File: src/ready_wait_pkg.sv
// constants, register map and state type of the external bus wait-state controller
`default_nettype none
package ready_wait_pkg;
	// ----------------------------------------------------------------------
	// timing
	// ----------------------------------------------------------------------
	localparam int SYS_PERIOD_NS = 4; // sys_clk period at 250 MHz
	localparam int HALF_CPU_CLOCK_PERIOD_NS = SYS_PERIOD_NS; // one sys_clk per bus clock half
	localparam int ASYNC_READY_MIN_NS = 2 * HALF_CPU_CLOCK_PERIOD_NS + 7; // least async ready active time
	localparam int ASYNC_READY_MIN_CYC = (ASYNC_READY_MIN_NS + SYS_PERIOD_NS - 1) / SYS_PERIOD_NS;
	// ----------------------------------------------------------------------
	// register offsets (byte addresses)
	// ----------------------------------------------------------------------
	localparam logic [3:0] CTRL_OFFSET = 4'h0;
	localparam logic [3:0] CMD_OFFSET = 4'h4;
	localparam logic [3:0] STATUS_OFFSET = 4'h8;
	// ----------------------------------------------------------------------
	// control field positions and reset
	// ----------------------------------------------------------------------
	localparam int MCW_LSB = 0; // memory_cycle_wait_count [3:0]
	localparam int MCW_W = 4;
	localparam int RW_DELAY_BIT = 4;
	localparam int TURNAROUND_BIT = 5; // bus_turnaround_wait_enable
	localparam int MUX_BIT = 6;
	localparam int READY_EN_BIT = 7;
	localparam int READY_HIGH_BIT = 8; // 1: ready active high, 0: active low
	localparam int READY_ASYNC_BIT = 9;
	localparam int CTRL_W = 10;
	localparam logic [CTRL_W-1:0] CTRL_RESET = 10'h000;
	// ----------------------------------------------------------------------
	// command and status fields
	// ----------------------------------------------------------------------
	localparam int CMD_WRITE_BIT = 0;
	localparam int ST_BUSY_BIT = 0;
	localparam int ST_PENDING_BIT = 1;
	localparam int ST_SHORT_BIT = 2; // write 1 to clear
	localparam int ST_WAITS_LSB = 8;
	localparam int ST_COUNT_LSB = 16;
	localparam logic [1:0] RESP_OKAY = 2'h0;
	localparam logic [1:0] RESP_SLVERR = 2'h2;
	// ----------------------------------------------------------------------
	// cycle states
	// ----------------------------------------------------------------------
	typedef enum logic [2:0] {S_IDLE, S_ADDR, S_CMD, S_MUX, S_TRI} bus_state_e;
endpackage
`default_nettype wire
File: src/ext_bus_ready_wait_control.sv
// external bus cycle engine with programmed, ready and post-cycle wait states
// Function
// run programmed length and waits before sampling ready
// delay strobe leading edge when rw delay set
// inactive ready adds one wait, resample
// active ready ends the running cycle
// partner may drop ready at strobe end
// synchronous ready sampled at bus clock edge
// asynchronous ready synchronised internally, minimum width
// multiplexed bus gives longer ready release window
// multiplexed mode appends one wait after cycle
// turnaround option appends one more wait
// gap two cycles mux+turnaround, zero demux
// next cycle starts only after all waits
`default_nettype none
module ext_bus_ready_wait_control
	import ready_wait_pkg::*;
(
	input wire logic sys_clk,
	input wire logic rst_n,
	input wire logic [3:0] s_axi_awaddr,
	input wire logic s_axi_awvalid,
	output logic s_axi_awready,
	input wire logic [31:0] s_axi_wdata,
	input wire logic [3:0] s_axi_wstrb,
	input wire logic s_axi_wvalid,
	output logic s_axi_wready,
	output logic [1:0] s_axi_bresp,
	output logic s_axi_bvalid,
	input wire logic s_axi_bready,
	input wire logic [3:0] s_axi_araddr,
	input wire logic s_axi_arvalid,
	output logic s_axi_arready,
	output logic [31:0] s_axi_rdata,
	output logic [1:0] s_axi_rresp,
	output logic s_axi_rvalid,
	input wire logic s_axi_rready,
	input wire logic ready_pin,
	output logic bus_clock_output,
	output logic addr_latch,
	output logic rd_strobe_n,
	output logic wr_strobe_n,
	output logic bus_busy
);
	// ----------------------------------------------------------------------
	// register bus slave
	// ----------------------------------------------------------------------
	logic aw_held, w_held; // address / data captured, waiting for partner
	logic [3:0] aw_addr;
	logic [31:0] w_data;
	logic [3:0] w_strb;
	logic [CTRL_W-1:0] ctrl; // software configuration
	logic pending, pend_write; // one queued command and its direction
	logic short_ready; // sticky: async ready pulse too short
	logic [7:0] last_waits; // ready waits of the last cycle
	logic [15:0] cycle_count; // completed cycles
	logic next_aw_held, next_w_held, next_bvalid, next_rvalid;
	logic [3:0] next_aw_addr, next_w_strb;
	logic [31:0] next_w_data, next_rdata;
	logic [1:0] next_bresp, next_rresp;
	logic [CTRL_W-1:0] next_ctrl;
	logic next_pending, next_pend_write, next_short;
	logic do_write; // both halves present, response slot free
	logic cmd_write; // write hit on the command register
	logic start; // a cycle begins this tick
	logic short_seen; // from the ready monitor below
	// decode of a byte address, used for reads and writes alike
	function automatic logic [1:0] reg_sel(input logic [3:0] a);
		unique case (a)
			CTRL_OFFSET: reg_sel = 2'h1;
			CMD_OFFSET: reg_sel = 2'h2;
			STATUS_OFFSET: reg_sel = 2'h3;
			default: reg_sel = 2'h0;
		endcase
	endfunction
	assign s_axi_awready = !aw_held;
	assign s_axi_wready = !w_held;
	assign s_axi_arready = !s_axi_rvalid;
	assign do_write = aw_held && w_held && !s_axi_bvalid;
	assign cmd_write = do_write && reg_sel(aw_addr) == 2'h2 && w_strb[0];
	// next values of the slave and of software-visible state
	always_comb begin
		next_aw_held = aw_held;
		next_w_held = w_held;
		next_aw_addr = aw_addr;
		next_w_data = w_data;
		next_w_strb = w_strb;
		next_bvalid = s_axi_bvalid;
		next_bresp = s_axi_bresp;
		next_rvalid = s_axi_rvalid;
		next_rdata = s_axi_rdata;
		next_rresp = s_axi_rresp;
		next_ctrl = ctrl;
		next_pending = pending;
		next_pend_write = pend_write;
		next_short = short_ready;
		if (s_axi_awvalid && !aw_held) begin
			next_aw_held = 1'b1;
			next_aw_addr = s_axi_awaddr;
		end
		if (s_axi_wvalid && !w_held) begin
			next_w_held = 1'b1;
			next_w_data = s_axi_wdata;
			next_w_strb = s_axi_wstrb;
		end
		if (s_axi_bvalid && s_axi_bready) begin
			next_bvalid = 1'b0;
		end
		if (start) begin
			next_pending = 1'b0; // taken by the engine
		end
		if (do_write) begin
			next_aw_held = 1'b0;
			next_w_held = 1'b0;
			next_bvalid = 1'b1;
			next_bresp = (reg_sel(aw_addr) == 2'h0) ? RESP_SLVERR : RESP_OKAY;
			if (reg_sel(aw_addr) == 2'h1) begin
				if (w_strb[0]) next_ctrl[7:0] = w_data[7:0];
				if (w_strb[1]) next_ctrl[CTRL_W-1:8] = w_data[CTRL_W-1:8];
			end
			// a command while one waits is dropped: only one can queue
			if (cmd_write && (!pending || start)) begin
				next_pending = 1'b1;
				next_pend_write = w_data[CMD_WRITE_BIT];
			end
			if (reg_sel(aw_addr) == 2'h3 && w_strb[0] && w_data[ST_SHORT_BIT]) begin
				next_short = 1'b0;
			end
		end
		if (short_seen) begin
			next_short = 1'b1; // a new event beats a clear in the same cycle
		end
		if (s_axi_arvalid && !s_axi_rvalid) begin
			next_rvalid = 1'b1;
			next_rresp = RESP_OKAY;
			unique case (reg_sel(s_axi_araddr))
				2'h1: next_rdata = {{(32 - CTRL_W){1'b0}}, ctrl};
				2'h2: next_rdata = {31'h0, pend_write};
				2'h3: next_rdata = {cycle_count, last_waits, 5'h00, short_ready, pending, bus_busy};
				default: begin
					next_rdata = 32'h0;
					next_rresp = RESP_SLVERR;
				end
			endcase
		end else if (s_axi_rvalid && s_axi_rready) begin
			next_rvalid = 1'b0;
		end
	end
	always_ff @(posedge sys_clk) begin
		if (!rst_n) begin
			aw_held <= 1'b0;
			w_held <= 1'b0;
			aw_addr <= 4'h0;
			w_data <= 32'h0;
			w_strb <= 4'h0;
			s_axi_bvalid <= 1'b0;
			s_axi_bresp <= RESP_OKAY;
			s_axi_rvalid <= 1'b0;
			s_axi_rdata <= 32'h0;
			s_axi_rresp <= RESP_OKAY;
			ctrl <= CTRL_RESET;
			pending <= 1'b0;
			pend_write <= 1'b0;
			short_ready <= 1'b0;
		end else begin
			aw_held <= next_aw_held;
			w_held <= next_w_held;
			aw_addr <= next_aw_addr;
			w_data <= next_w_data;
			w_strb <= next_w_strb;
			s_axi_bvalid <= next_bvalid;
			s_axi_bresp <= next_bresp;
			s_axi_rvalid <= next_rvalid;
			s_axi_rdata <= next_rdata;
			s_axi_rresp <= next_rresp;
			ctrl <= next_ctrl;
			pending <= next_pending;
			pend_write <= next_pend_write;
			short_ready <= next_short;
		end
	end
	// ----------------------------------------------------------------------
	// ready input path
	// ----------------------------------------------------------------------
	logic ready_sync2, ready_sync3;
	logic ready_level; // level after the selected synchroniser
	logic ready_active; // polarity applied
	logic [3:0] active_run; // length of the current async active pulse
	logic [3:0] next_active_run;
	ready_sync u_ready_sync (
		.sys_clk(sys_clk),
		.rst_n(rst_n),
		.ready_pin(ready_pin),
		.ready_sync2(ready_sync2),
		.ready_sync3(ready_sync3)
	);
	// aligned ready uses the short chain; unaligned ready takes one more stage
	assign ready_level = ctrl[READY_ASYNC_BIT] ? ready_sync3 : ready_sync2;
	assign ready_active = ctrl[READY_HIGH_BIT] ? ready_level : !ready_level;
	assign short_seen = ctrl[READY_ASYNC_BIT] && !ready_active && active_run != 4'h0
		&& active_run < 4'(ASYNC_READY_MIN_CYC);
	// pulse width monitor for unaligned ready
	always_comb begin
		next_active_run = 4'h0;
		if (ready_active) begin
			next_active_run = (active_run == 4'hF) ? active_run : active_run + 4'h1;
		end
	end
	always_ff @(posedge sys_clk) begin
		if (!rst_n) begin
			active_run <= 4'h0;
		end else begin
			active_run <= next_active_run;
		end
	end
	// ----------------------------------------------------------------------
	// bus cycle engine
	// ----------------------------------------------------------------------
	bus_state_e state, next_state;
	logic phase, next_phase; // bus clock level; high half ends a bus clock cycle
	logic first_half, next_first_half; // first tick of the command phase
	logic [MCW_W-1:0] wait_left, next_wait_left; // programmed waits still to run
	logic cur_write, next_cur_write;
	logic [7:0] waits, next_waits;
	logic [7:0] next_last_waits;
	logic [15:0] next_cycle_count;
	logic bus_edge; // last tick of a bus clock cycle
	logic sample_pt; // ready sampling point
	logic strobe_on;
	assign bus_edge = phase;
	assign sample_pt = state == S_CMD && bus_edge && wait_left == '0;
	assign start = state == S_IDLE && pending && bus_edge;
	// the delayed strobe skips the first tick of the command phase
	assign strobe_on = state == S_CMD && !(first_half && ctrl[RW_DELAY_BIT]);
	assign rd_strobe_n = !(strobe_on && !cur_write);
	assign wr_strobe_n = !(strobe_on && cur_write);
	assign bus_clock_output = phase;
	assign addr_latch = state == S_ADDR;
	assign bus_busy = state != S_IDLE;
	// state, counters and status of one external cycle
	always_comb begin
		next_state = state;
		next_phase = !phase;
		next_first_half = 1'b0;
		next_wait_left = wait_left;
		next_cur_write = cur_write;
		next_waits = waits;
		next_last_waits = last_waits;
		next_cycle_count = cycle_count;
		unique case (state)
			S_IDLE: begin
				if (start) begin
					next_state = S_ADDR;
					next_cur_write = pend_write;
				end
			end
			S_ADDR: begin
				if (bus_edge) begin
					next_state = S_CMD;
					next_first_half = 1'b1;
					next_wait_left = ctrl[MCW_LSB +: MCW_W];
					next_waits = 8'h00;
				end
			end
			S_CMD: begin
				if (bus_edge && wait_left != '0) begin
					next_wait_left = wait_left - 1'b1;
				end else if (sample_pt && ctrl[READY_EN_BIT] && !ready_active) begin
					// partner not ready: one more bus cycle, sample again
					next_waits = (waits == 8'hFF) ? waits : waits + 8'h01;
				end else if (sample_pt) begin
					next_last_waits = waits;
					next_cycle_count = cycle_count + 16'h0001;
					if (ctrl[MUX_BIT]) begin
						next_state = S_MUX;
					end else if (ctrl[TURNAROUND_BIT]) begin
						next_state = S_TRI;
					end else begin
						next_state = S_IDLE;
					end
				end
			end
			S_MUX: begin
				if (bus_edge) begin
					next_state = ctrl[TURNAROUND_BIT] ? S_TRI : S_IDLE;
				end
			end
			S_TRI: begin
				if (bus_edge) begin
					next_state = S_IDLE;
				end
			end
			default: next_state = S_IDLE;
		endcase
	end
	always_ff @(posedge sys_clk) begin
		if (!rst_n) begin
			state <= S_IDLE;
			phase <= 1'b0;
			first_half <= 1'b0;
			wait_left <= '0;
			cur_write <= 1'b0;
			waits <= 8'h00;
			last_waits <= 8'h00;
			cycle_count <= 16'h0000;
		end else begin
			state <= next_state;
			phase <= next_phase;
			first_half <= next_first_half;
			wait_left <= next_wait_left;
			cur_write <= next_cur_write;
			waits <= next_waits;
			last_waits <= next_last_waits;
			cycle_count <= next_cycle_count;
		end
	end
	// ----------------------------------------------------------------------
	// assertions
	// ----------------------------------------------------------------------
	logic [7:0] cmd_ticks; // ticks spent in the command phase
	always_ff @(posedge sys_clk) begin
		if (!rst_n || state != S_CMD) cmd_ticks <= 8'h00;
		else if (cmd_ticks != 8'hFF) cmd_ticks <= cmd_ticks + 8'h01;
	end
	property p_len;
		@(posedge sys_clk) disable iff (!rst_n)
		(state == S_CMD && next_state != S_CMD) |-> cmd_ticks >= 8'(2 * ctrl[MCW_LSB +: MCW_W] + 1);
	endproperty
	a_len: assert property (p_len) else $error("cycle ended before programmed length");
	property p_delay;
		@(posedge sys_clk) disable iff (!rst_n)
		$rose(state == S_CMD) |-> (strobe_on == !ctrl[RW_DELAY_BIT]) ##1 strobe_on;
	endproperty
	a_delay: assert property (p_delay) else $error("strobe leading edge wrong");
	property p_wait;
		@(posedge sys_clk) disable iff (!rst_n)
		(sample_pt && ctrl[READY_EN_BIT] && !ready_active && waits != 8'hFF)
		|=> state == S_CMD && waits == $past(waits) + 8'h01 ##1 sample_pt;
	endproperty
	a_wait: assert property (p_wait) else $error("ready wait not inserted");
	property p_end;
		@(posedge sys_clk) disable iff (!rst_n)
		(sample_pt && ready_active) |=> rd_strobe_n && wr_strobe_n && state != S_CMD;
	endproperty
	a_end: assert property (p_end) else $error("active ready did not end cycle");
	property p_sync;
		@(posedge sys_clk) disable iff (!rst_n)
		(!ctrl[READY_ASYNC_BIT] && $stable(ctrl)) |-> ready_level == $past(ready_pin, 2);
	endproperty
	a_sync: assert property (p_sync) else $error("aligned ready path delay wrong");
	property p_async;
		@(posedge sys_clk) disable iff (!rst_n)
		(ctrl[READY_ASYNC_BIT] && $stable(ctrl)) |-> ready_level == $past(ready_pin, 3);
	endproperty
	a_async: assert property (p_async) else $error("unaligned ready not synchronised");
	property p_mux;
		@(posedge sys_clk) disable iff (!rst_n)
		(sample_pt && ready_active && ctrl[MUX_BIT]) |=> state == S_MUX [*2] ##1 state != S_MUX;
	endproperty
	a_mux: assert property (p_mux) else $error("mux wait missing");
	property p_tri;
		@(posedge sys_clk) disable iff (!rst_n)
		(sample_pt && ready_active && !ctrl[MUX_BIT] && ctrl[TURNAROUND_BIT]) |=> state == S_TRI [*2];
	endproperty
	a_tri: assert property (p_tri) else $error("turnaround wait missing");
	property p_gap;
		@(posedge sys_clk) disable iff (!rst_n)
		(sample_pt && ready_active && ctrl[MUX_BIT] && ctrl[TURNAROUND_BIT] && $stable(ctrl))
		|=> bus_busy [*4] ##1 !bus_busy;
	endproperty
	a_gap: assert property (p_gap) else $error("post-cycle gap not two bus cycles");
	property p_start;
		@(posedge sys_clk) disable iff (!rst_n)
		$rose(state == S_ADDR) |-> $past(state) == S_IDLE;
	endproperty
	a_start: assert property (p_start) else $error("cycle started during waits");
	c_ready_wait: cover property (@(posedge sys_clk) disable iff (!rst_n) sample_pt && !ready_active ##2 sample_pt);
	c_mux_tri: cover property (@(posedge sys_clk) disable iff (!rst_n) state == S_MUX ##2 state == S_TRI);
	c_back: cover property (@(posedge sys_clk) disable iff (!rst_n) state == S_CMD ##1 state == S_IDLE ##1 state == S_ADDR);
endmodule // ext_bus_ready_wait_control
`default_nettype wire

File: src/ready_sync.sv
// two- and three-stage synchroniser for the ready pin
`default_nettype none
module ready_sync (
	input wire logic sys_clk,
	input wire logic rst_n,
	input wire logic ready_pin,
	output logic ready_sync2,
	output logic ready_sync3
);
	// ----------------------------------------------------------------------
	// chain: stage one is read only by stage two
	// ----------------------------------------------------------------------
	logic meta; // metastable capture stage
	logic next_meta;
	logic next_sync2;
	logic next_sync3;
	always_comb begin
		next_meta = ready_pin;
		next_sync2 = meta;
		next_sync3 = ready_sync2; // extra stage for unaligned ready
	end
	always_ff @(posedge sys_clk) begin
		if (!rst_n) begin
			meta <= 1'b1;
			ready_sync2 <= 1'b1;
			ready_sync3 <= 1'b1;
		end else begin
			meta <= next_meta;
			ready_sync2 <= next_sync2;
			ready_sync3 <= next_sync3;
		end
	end
endmodule // ready_sync
`default_nettype wire

File: config.mk
export PLATFORM = sky130hd
export DESIGN_NAME = ext_bus_ready_wait_control
export DESIGN_NICKNAME = d
export VERILOG_FILES = /design/src/ready_wait_pkg.sv /design/src/ext_bus_ready_wait_control.sv /design/src/ready_sync.sv
export SDC_FILE = /design/constraint.sdc
export NUM_CORES = 1
export LEC_CHECK = 0
export BUFFER_PORTS_ARGS = -buffer_cell sky130_fd_sc_hd__buf_2
export CELL_PAD_IN_SITES_DETAIL_PLACEMENT = 2
export CELL_PAD_IN_SITES_GLOBAL_PLACEMENT = 2
export CORE_AREA = 4 4 137 113
export DETAILED_ROUTE_END_ITERATION = 10
export DIE_AREA = 0 0 141 117
export PLACE_DENSITY = 0.88
export SETUP_SLACK_MARGIN = 0.05
export SYNTH_ARGS = -nofsm -noshare
export SYNTH_HDL_FRONTEND = slang
export SYNTH_HIERARCHICAL = 1
export SYNTH_SLANG_ARGS = --single-unit
File: constraint.sdc
create_clock -name sys_clk -period 5.9 [get_ports sys_clk]
set_clock_uncertainty 0.2 [all_clocks]
set_input_delay 0.59 -clock sys_clk [delete_from_list [all_inputs] [get_ports sys_clk]]
set_output_delay 0.59 -clock sys_clk [all_outputs]
set_load 0.02 [all_outputs]
# == Word-level counts from Yosys, hierarchy flattened ==
# Cells that the tools add are included.
# classes
n_addsub,4
magnitude_cmp,1
n_eq_ne,26
muxes,38
bitwise,3
n_reduce_logical,65
# ops
operator,n
32-bit one-hot mux with 3 select lines,1
8-bit two-way mux,4
3-bit two-way mux,9
1-bit logical AND,26
"16-bit by 1-bit adder with 16-bit output, second input constant",1
8-bit one-hot mux with 2 select lines,1
3-bit one-hot mux with 5 select lines,1
"2-bit != test, second input constant",7
1-bit two-way mux,13
"4-bit == test, second input constant",3
1-bit zero test,12
4-bit zero test,3
2-bit one-hot mux with 3 select lines,2
2-bit AND reduction,5
2-bit nonzero test,5
3-bit AND reduction,3
"8-bit by 1-bit adder with 8-bit output, second input constant",1
"2-bit == test, second input constant",4
"4-bit by 3-bit == test with 1-bit output, second input constant",2
"8-bit == test, second input constant",1
2-bit two-way mux,4
4-bit two-way mux,2
4-bit one-hot mux with 2 select lines,1
4-bit nonzero test,2
18 further kinds,24
# totals
reg_bits,118
input_bits,52

# == Longest topological paths before layout ==
# Gate-level depths: netlist of run 1.
# depth
depth_word,9
depth_mapped,9
mapped_depth_nobuf,7

# == Hierarchy ==
# The synthesis of run 1 kept the hierarchy.
# by_module_without_submodules
module,n_inst,cells_per_inst,area_per_inst_um2,seq_area_each_um2
ext_bus_ready_wait_control,1,564,4758.3,2262.2
ready_sync,1,6,78.8,60.1

# == Worst setup path before layout of run 1 ==
# No wires, ideal clock.
# synth_timing
path_type,reg2reg
from,register wait_left[0]
to,register wait_left[0]
setup_ns,0.074
arrival_time_ns,1.944
required_ns,5.626
setup_slack_ns,3.682
path_stages_with_launch,8
path_buffers,0
cell_sequence,dfxtp_1 inv_1 ha_1 nor3b_4 or3b_1 a211o_1 or3b_1 a31oi_1
# synth_between
elab_chain_len,4
elab_cells_between_ends,7
cone_classes,add/sub: 1; eq/ne: 1; mux: 2; reduce/logical: 3
# synth_lines
item,line_no,text
start: declaration,ext_bus_ready_wait_control.sv:222,"logic [MCW_W-1:0] wait_left, next_wait_left;"
start signal: assignment,ext_bus_ready_wait_control.sv:310,wait_left <= next_wait_left;
branches (longest 4 deep; another with 4-bit by 1-bit subtractor with 4-bit output),-,
# Parallel ways; which one is timed is not known. The select of a mux whose other input is x is not followed.
# A chain may end at the register's enable or synchronous reset.

# == Worst setup path after layout of run 1 ==
# layout_timing
from,register state[1]
to,register state[0]
# layout_between
elab_chain_len,7
elab_cells_between_ends,20
cone_classes,eq/ne: 11; mux: 1; reduce/logical: 8
# layout_lines
item,line_no,text
start: declaration,ext_bus_ready_wait_control.sv:219,"bus_state_e state, next_state;"
start signal: assignment,ext_bus_ready_wait_control.sv:307,state <= next_state;
3-bit by 2-bit == test with 1-bit output,"ext_bus_ready_wait_control.sv:231, ext_bus_ready_wait_control.sv:250",
1-bit logical AND (2 in series),ext_bus_ready_wait_control.sv:231,assign sample_pt = state == S_CMD && bus_edge && wait_left == '0;
1-bit logical AND (2 in series),ext_bus_ready_wait_control.sv:268,end else if (sample_pt && ctrl[READY_EN_BIT] && !ready_active) begin
2-bit != test (no source line),-,
7-bit AND reduction (no source line),-,
# Parallel ways exist; a longest one is shown, timed or not.

==> results of run 1 <==
-- cell families after synthesis --
group | synth area share [%]
fa+ha+maj | 1.29
xor+xnor | 2.17
flops | 48.0
compound gates | 15.7
buf+inv | 4.11
mux | 3.65
simple gates | 25.0
other cells | 0.0775
-- power breakdown --
| part | internal (mW) | total, mW | switching, mW |
|---|---|---|---|
| clock network | 0.589 | 0.950 | 0.361 |
| logic | 0.0232 | 0.0806 | 0.0574 |
| registers | 0.796 | 0.808 | 0.0123 |
-- registers in the layout, indices dropped and copies added (netlist names), 2 cells and up --
| name | flops |
|---|---|
| state | 3 |
| w_data | 10 |
| waits | 8 |
| cycle_count | 16 |
| s_axi_rdata | 32 |
| wait_left | 4 |
| active_run | 4 |
| aw_addr | 4 |
| w_strb | 2 |
| ctrl | 10 |
| last_waits | 8 |
-- worst max-delay path, stage by stage (launching register included) --
cell and delay, ns:
dfxtp_1 0.55, nor3b_2 0.84, nand3_1 0.56, nor2_1 0.91
a21oi_1 0.17, nor4_1 0.21
-- worst max path at each step --
stage            startpoint           end  slack (ns)
2_1_floorplan  wait_left[0]  wait_left[0]        3.68
5_1_grt            state[1]      state[0]        2.08
6_report           state[1]      state[0]        2.35
3_5_place_dp       state[1]      state[0]        2.61
4_1_cts            state[1]      state[0]        2.40
3_3_place_gp       state[1]      state[0]        2.80
-- layer usage --
layer	wire length [um]	vias to the layer above	track usage (%)
li1	-	2115	-
met1	7620	2315	25.4
met2	9280	144	40.8
met3	784	57	5.12
met4	708	0	11.6
met5	0	-	0
-- Yosys cell counts, drive strengths merged, types with 3 or more instances --
| master | number | area (um2) |
|---|---|---|
| dfxtp | 116 | 2320 |
| nand2 | 81 | 304 |
| nor2 | 74 | 280 |
| a21oi | 53 | 265 |
| a22oi | 30 | 225 |
| clkbuf | 25 | 93.8 |
| nand3 | 24 | 125 |
| mux2i | 15 | 154 |
| inv | 12 | 45.0 |
| buf | 10 | 60.1 |
| o21ai | 10 | 50.1 |
| nand2b | 8 | 50.1 |
| nand4 | 8 | 50.1 |
| xnor2 | 8 | 70.1 |
| nor3 | 7 | 35.0 |
| o31ai | 7 | 52.6 |
| nor4 | 6 | 37.5 |
| and3 | 5 | 31.3 |
| ha | 5 | 62.6 |
| nand3b | 5 | 37.5 |
| nor2b | 5 | 31.3 |
| nor3b | 5 | 53.8 |
| o211ai | 5 | 37.5 |
| or3 | 5 | 31.3 |
| a31oi | 4 | 25.0 |
| or4 | 4 | 30.0 |
| xor2 | 4 | 35.0 |
| a21o | 3 | 22.5 |
| and2 | 3 | 18.8 |
| or3b | 3 | 26.3 |
-- layout make-up --
type | instances | area [um2]
fillers | 1549 | 8220
inverters | 12 | 45.0
multi-input cells | 408 | 2320
flip-flops and latches | 116 | 2320
repair buffers | 74 | 378
clock inverters | 4 | 20.0
clock buffers | 28 | 517
well taps | 184 | 230
-- stage by stage --
stage / std cells / cell area [um2]
finish: 826 / 5830
global route: 826 / 5830
CTS: 826 / 5830
detailed placement: 794 / 5300
global placement: 794 / 5300
floorplan: 571 / 4840
==> results.cfg, run 1 <==
[outcome]
status = finished, final reports clean

[floorplanning]
die_area_um2 = 16500
design.core.area_um2 = 14100
dieWidth_um = 141
ios = 98
start_util_pct = 34.4
num_rows = 39
die_h_um = 117

[synth]
postSynthCellCount = 570
synth_edf_count = 0
avgSynthCellArea_um2 = 8.49
ys.flop_type = dfxtp_1
ys_seq_area_share_pct = 48.0
ys_types = 57
async_flop_share_pct = 0
netlist_area_um2 = 4840
synth_seq_cells = 116
ys_warn_count = 6

[clocking]
postCtsHoldBufs = 0
cts-root-buf = clkbuf_16
cts_resized = 0
cts_tree = done
cts_setup_buffers = 0
cts.sinks = 116
cts_buffers = 17
clk_latency_ns = 0.42
clkTransAtPathRegs_ns = 0.05
htree_levels = 4
clock_path_buffers = 2

[drt]
vias = 4631
ant_nets = 0
detail_route.wl_per_cell_um = 22.3
drt-initial-drc-count = 308
dr.pass1.iters = 5
drc = 0
routed_wl_um = 18400
avgViaCountPerCell = 5.61

[sta]
tightest_slew_ns = 1.08
rsz0062_at_grt = false
setup_ws_ns = 2.35
slew_headroom_pct = 27.6
clock.fmax_mhz = 282
finalSetupTns_ns = 0
whs_ns = 0.199
fin_crit_ns = 3.55
hold_violations = 0
period_share_pct = 60.2
setup_violations = 0
maxSlewViolCount = 0

[global_routing]
overflow = 0
antenna_found_initial = 0
grt_pass1_vias = 5167
track_usage_pct = 22.6
grt_max_degree = 61
grt_pass1_wl_um = 28800

[critical_path]
rr_worst_depth = 5
critPathMaxFanout = 13
worstPathRequired_ns = 6.02
path_class = flip-flop to flip-flop
cp.arrival_ns = 3.67
r2r_end = state[0]
rr_startpoint = state[1]
startpoint_type = flip-flop
rrSetupSlack_ns = 2.35
endpoint_kind = flip-flop

[min_path]
worstHoldEndpoint = aw_held
hp-class = input pin to flip-flop
holdPathStages = 3
hold_start = s_axi_awvalid

[finish]
layout_commonest_cell = dfxtp_1
area_growth_pct = 20.6
final_cell_mix = dfxtp_1 (116), nand2_1 (81), nor2_1 (73)
final_util_pct = 41.5
diodes = 0
drive_gt1_share_pct = 17.3
layout.nets = 686

[power_and_ir_drop]
power_per_cell_area_nw_per_um2 = 315
leakagePower_nw = 2.24
ir_worst_vdd_mv = 0.211
power_mw = 1.84

[placement]
pre_cts_slack_ns = 2.61
gp_congestion = 0.741
port_buffers = 71
hpwl_um = 11000

[flow_run]
drv_cap = 0
No activity file was read; power rests on OpenSTA's default activity.
==> run 2: changes to the inputs <==
Settings changed: CORE_AREA 4 4 137 113 to 4 4 143 117, DIE_AREA 0 0 141 117 to 0 0 147 121, PLACE_DENSITY 0.88 to 0.82.
Clock period 5.9 ns to 3.7 ns, I/O delays scaled along.
==> results.cfg, run 2 (synthesis gave the netlist of run 1 again) <==
[finish]
largest_registers = s_axi_rdata (32), cycle_count (16)
stdcell_count = 876
final_area_um2 = 6100
drive_gt1_share_pct = 18.2
diodes = 0
final_util_pct = 39.5
layout_commonest_cell = dfxtp_1
layout.nets = 705
largest-register = s_axi_rdata
final_cell_mix = dfxtp_1 (116), nand2_1 (81), nor2_1 (73)
largest_reg_flops = 32
area_growth_pct = 26.1

[floorplanning]
start_util_pct = 31.3
die_area_um2 = 17800
num_rows = 41
dieWidth_um = 147
die_h_um = 121
design.core.area_um2 = 15400
ios = 98

[global_routing]
grt_pass1_vias = 5273
grt_pass1_wl_um = 29300
overflow = 0
antenna_found_initial = 0
track_usage_pct = 21.1
grt_max_degree = 53

[outcome]
status = finished, final reports clean

[power_and_ir_drop]
leakagePower_nw = 2.34
power_per_cell_area_nw_per_um2 = 507
power_mw = 3.10
ir_worst_vdd_mv = 0.321

[placement]
placed_cells = 830
port_buffers = 71
gp_congestion = 0.799
post_dp_cell_area_um2 = 5370
hpwl_um = 11000

[clocking]
clk_latency_ns = 0.43
cts-root-buf = clkbuf_16
htree_levels = 4
cts.sinks = 116
cts_buffers = 17
clock_path_buffers = 2
clkTransAtPathRegs_ns = 0.06
cts_tree = done

[drt]
drc = 0
dr.pass1.iters = 5
vias = 4617
routed_wl_um = 18000
avgViaCountPerCell = 5.27
detail_route.wl_per_cell_um = 20.5
ant_nets = 0
drt-initial-drc-count = 291

[critical_path]
startpoint = ctrl[9]
worstPathRequired_ns = 3.83
cp.arrival_ns = 3.08
critPathMaxFanout = 13
path_class = flip-flop to flip-flop
rr_startpoint = ctrl[9]
endpoint_kind = flip-flop
startpoint_type = flip-flop

[min_path]
hold_start = s_axi_wstrb[1]
hp-class = input pin to flip-flop

[sta]
maxSlewViolCount = 0
finalSetupTns_ns = 0
clock.fmax_mhz = 340
setup_violations = 0
tightest_slew_ns = 1.05
fin_crit_ns = 2.95
rsz0062_at_grt = false
period_share_pct = 79.6
slew_headroom_pct = 30.2
hold_violations = 0

[flow_run]
drv_cap = 0
-- run 2: cell types whose count changed in the layout (fill, tap and decap cells not counted), sizes merged --
| cell | before | now |
|---|---|---|
| buf | 74 | 79 |
| bufinv | 0 | 2 |
| clkbuf | 28 | 23 |
| clkinv | 4 | 6 |
| clkinvlp | 0 | 1 |
| dlygate4sd3 | 0 | 14 |
-- run 2: per-layer routing --
layer	track usage, %	wire length [um]
met1	24.6	7680
met2	37.1	9230
met3	4.82	605
met4	9.14	442
met5	0	0
-- run 2: power breakdown --
group | switching [mW] | internal (mW)
sequential | 0.0159 | 1.27
combinational | 0.0958 | 0.0490
clock | 0.610 | 1.06
total | 0.722 | 2.37
-- run 2: final timing paths --
check / to / slack, ns / cells after the start
worst max-delay path: cycle_count[15] / 0.75 / 5
worst min-delay path: w_strb[1] / 0.01 / 3
worst max register to register: cycle_count[15] / 0.75 / 5
worst min register to register: u_ready_sync/ready_sync2 / 0.24 / 1
-- run 2: critical path, cell delays in order, from the launching register on --
cell and delay [ns]:
dfxtp_1 0.42, mux2i_1 0.47, mux2i_2 0.47, nand2_1 0.42, or4_1 0.67, a21oi_1 0.20
-- run 2: timing repair --
action	4_1_cts	5_1_grt
gates resized for setup	0	0
buffers inserted	0	0
hold buffers	14	0
endpoints found under the hold margin	14	0
-- run 2: final cells by class --
cell class                      count  area (um2)
Fill cell                        1702        9340
Sequential cell                   116        2320
Multi-Input combinational cell    408        2320
Timing Repair Buffer               93         556
Clock buffer                       23         488
Tap cell                          215         269
Clock inverter                      9         101
Inverter                           12        45.0
-- run 2: through the flow --
step / worst slack [ns] / hold slack (ns)
final: 0.755 / 0.0105
after global placement: 1.12 / 0.205
after floorplan: 1.48 / 0.186
after CTS: 0.810 / 0.00538
after detailed placement: 0.994 / 0.208
after global routing: 0.630 / 0.0141
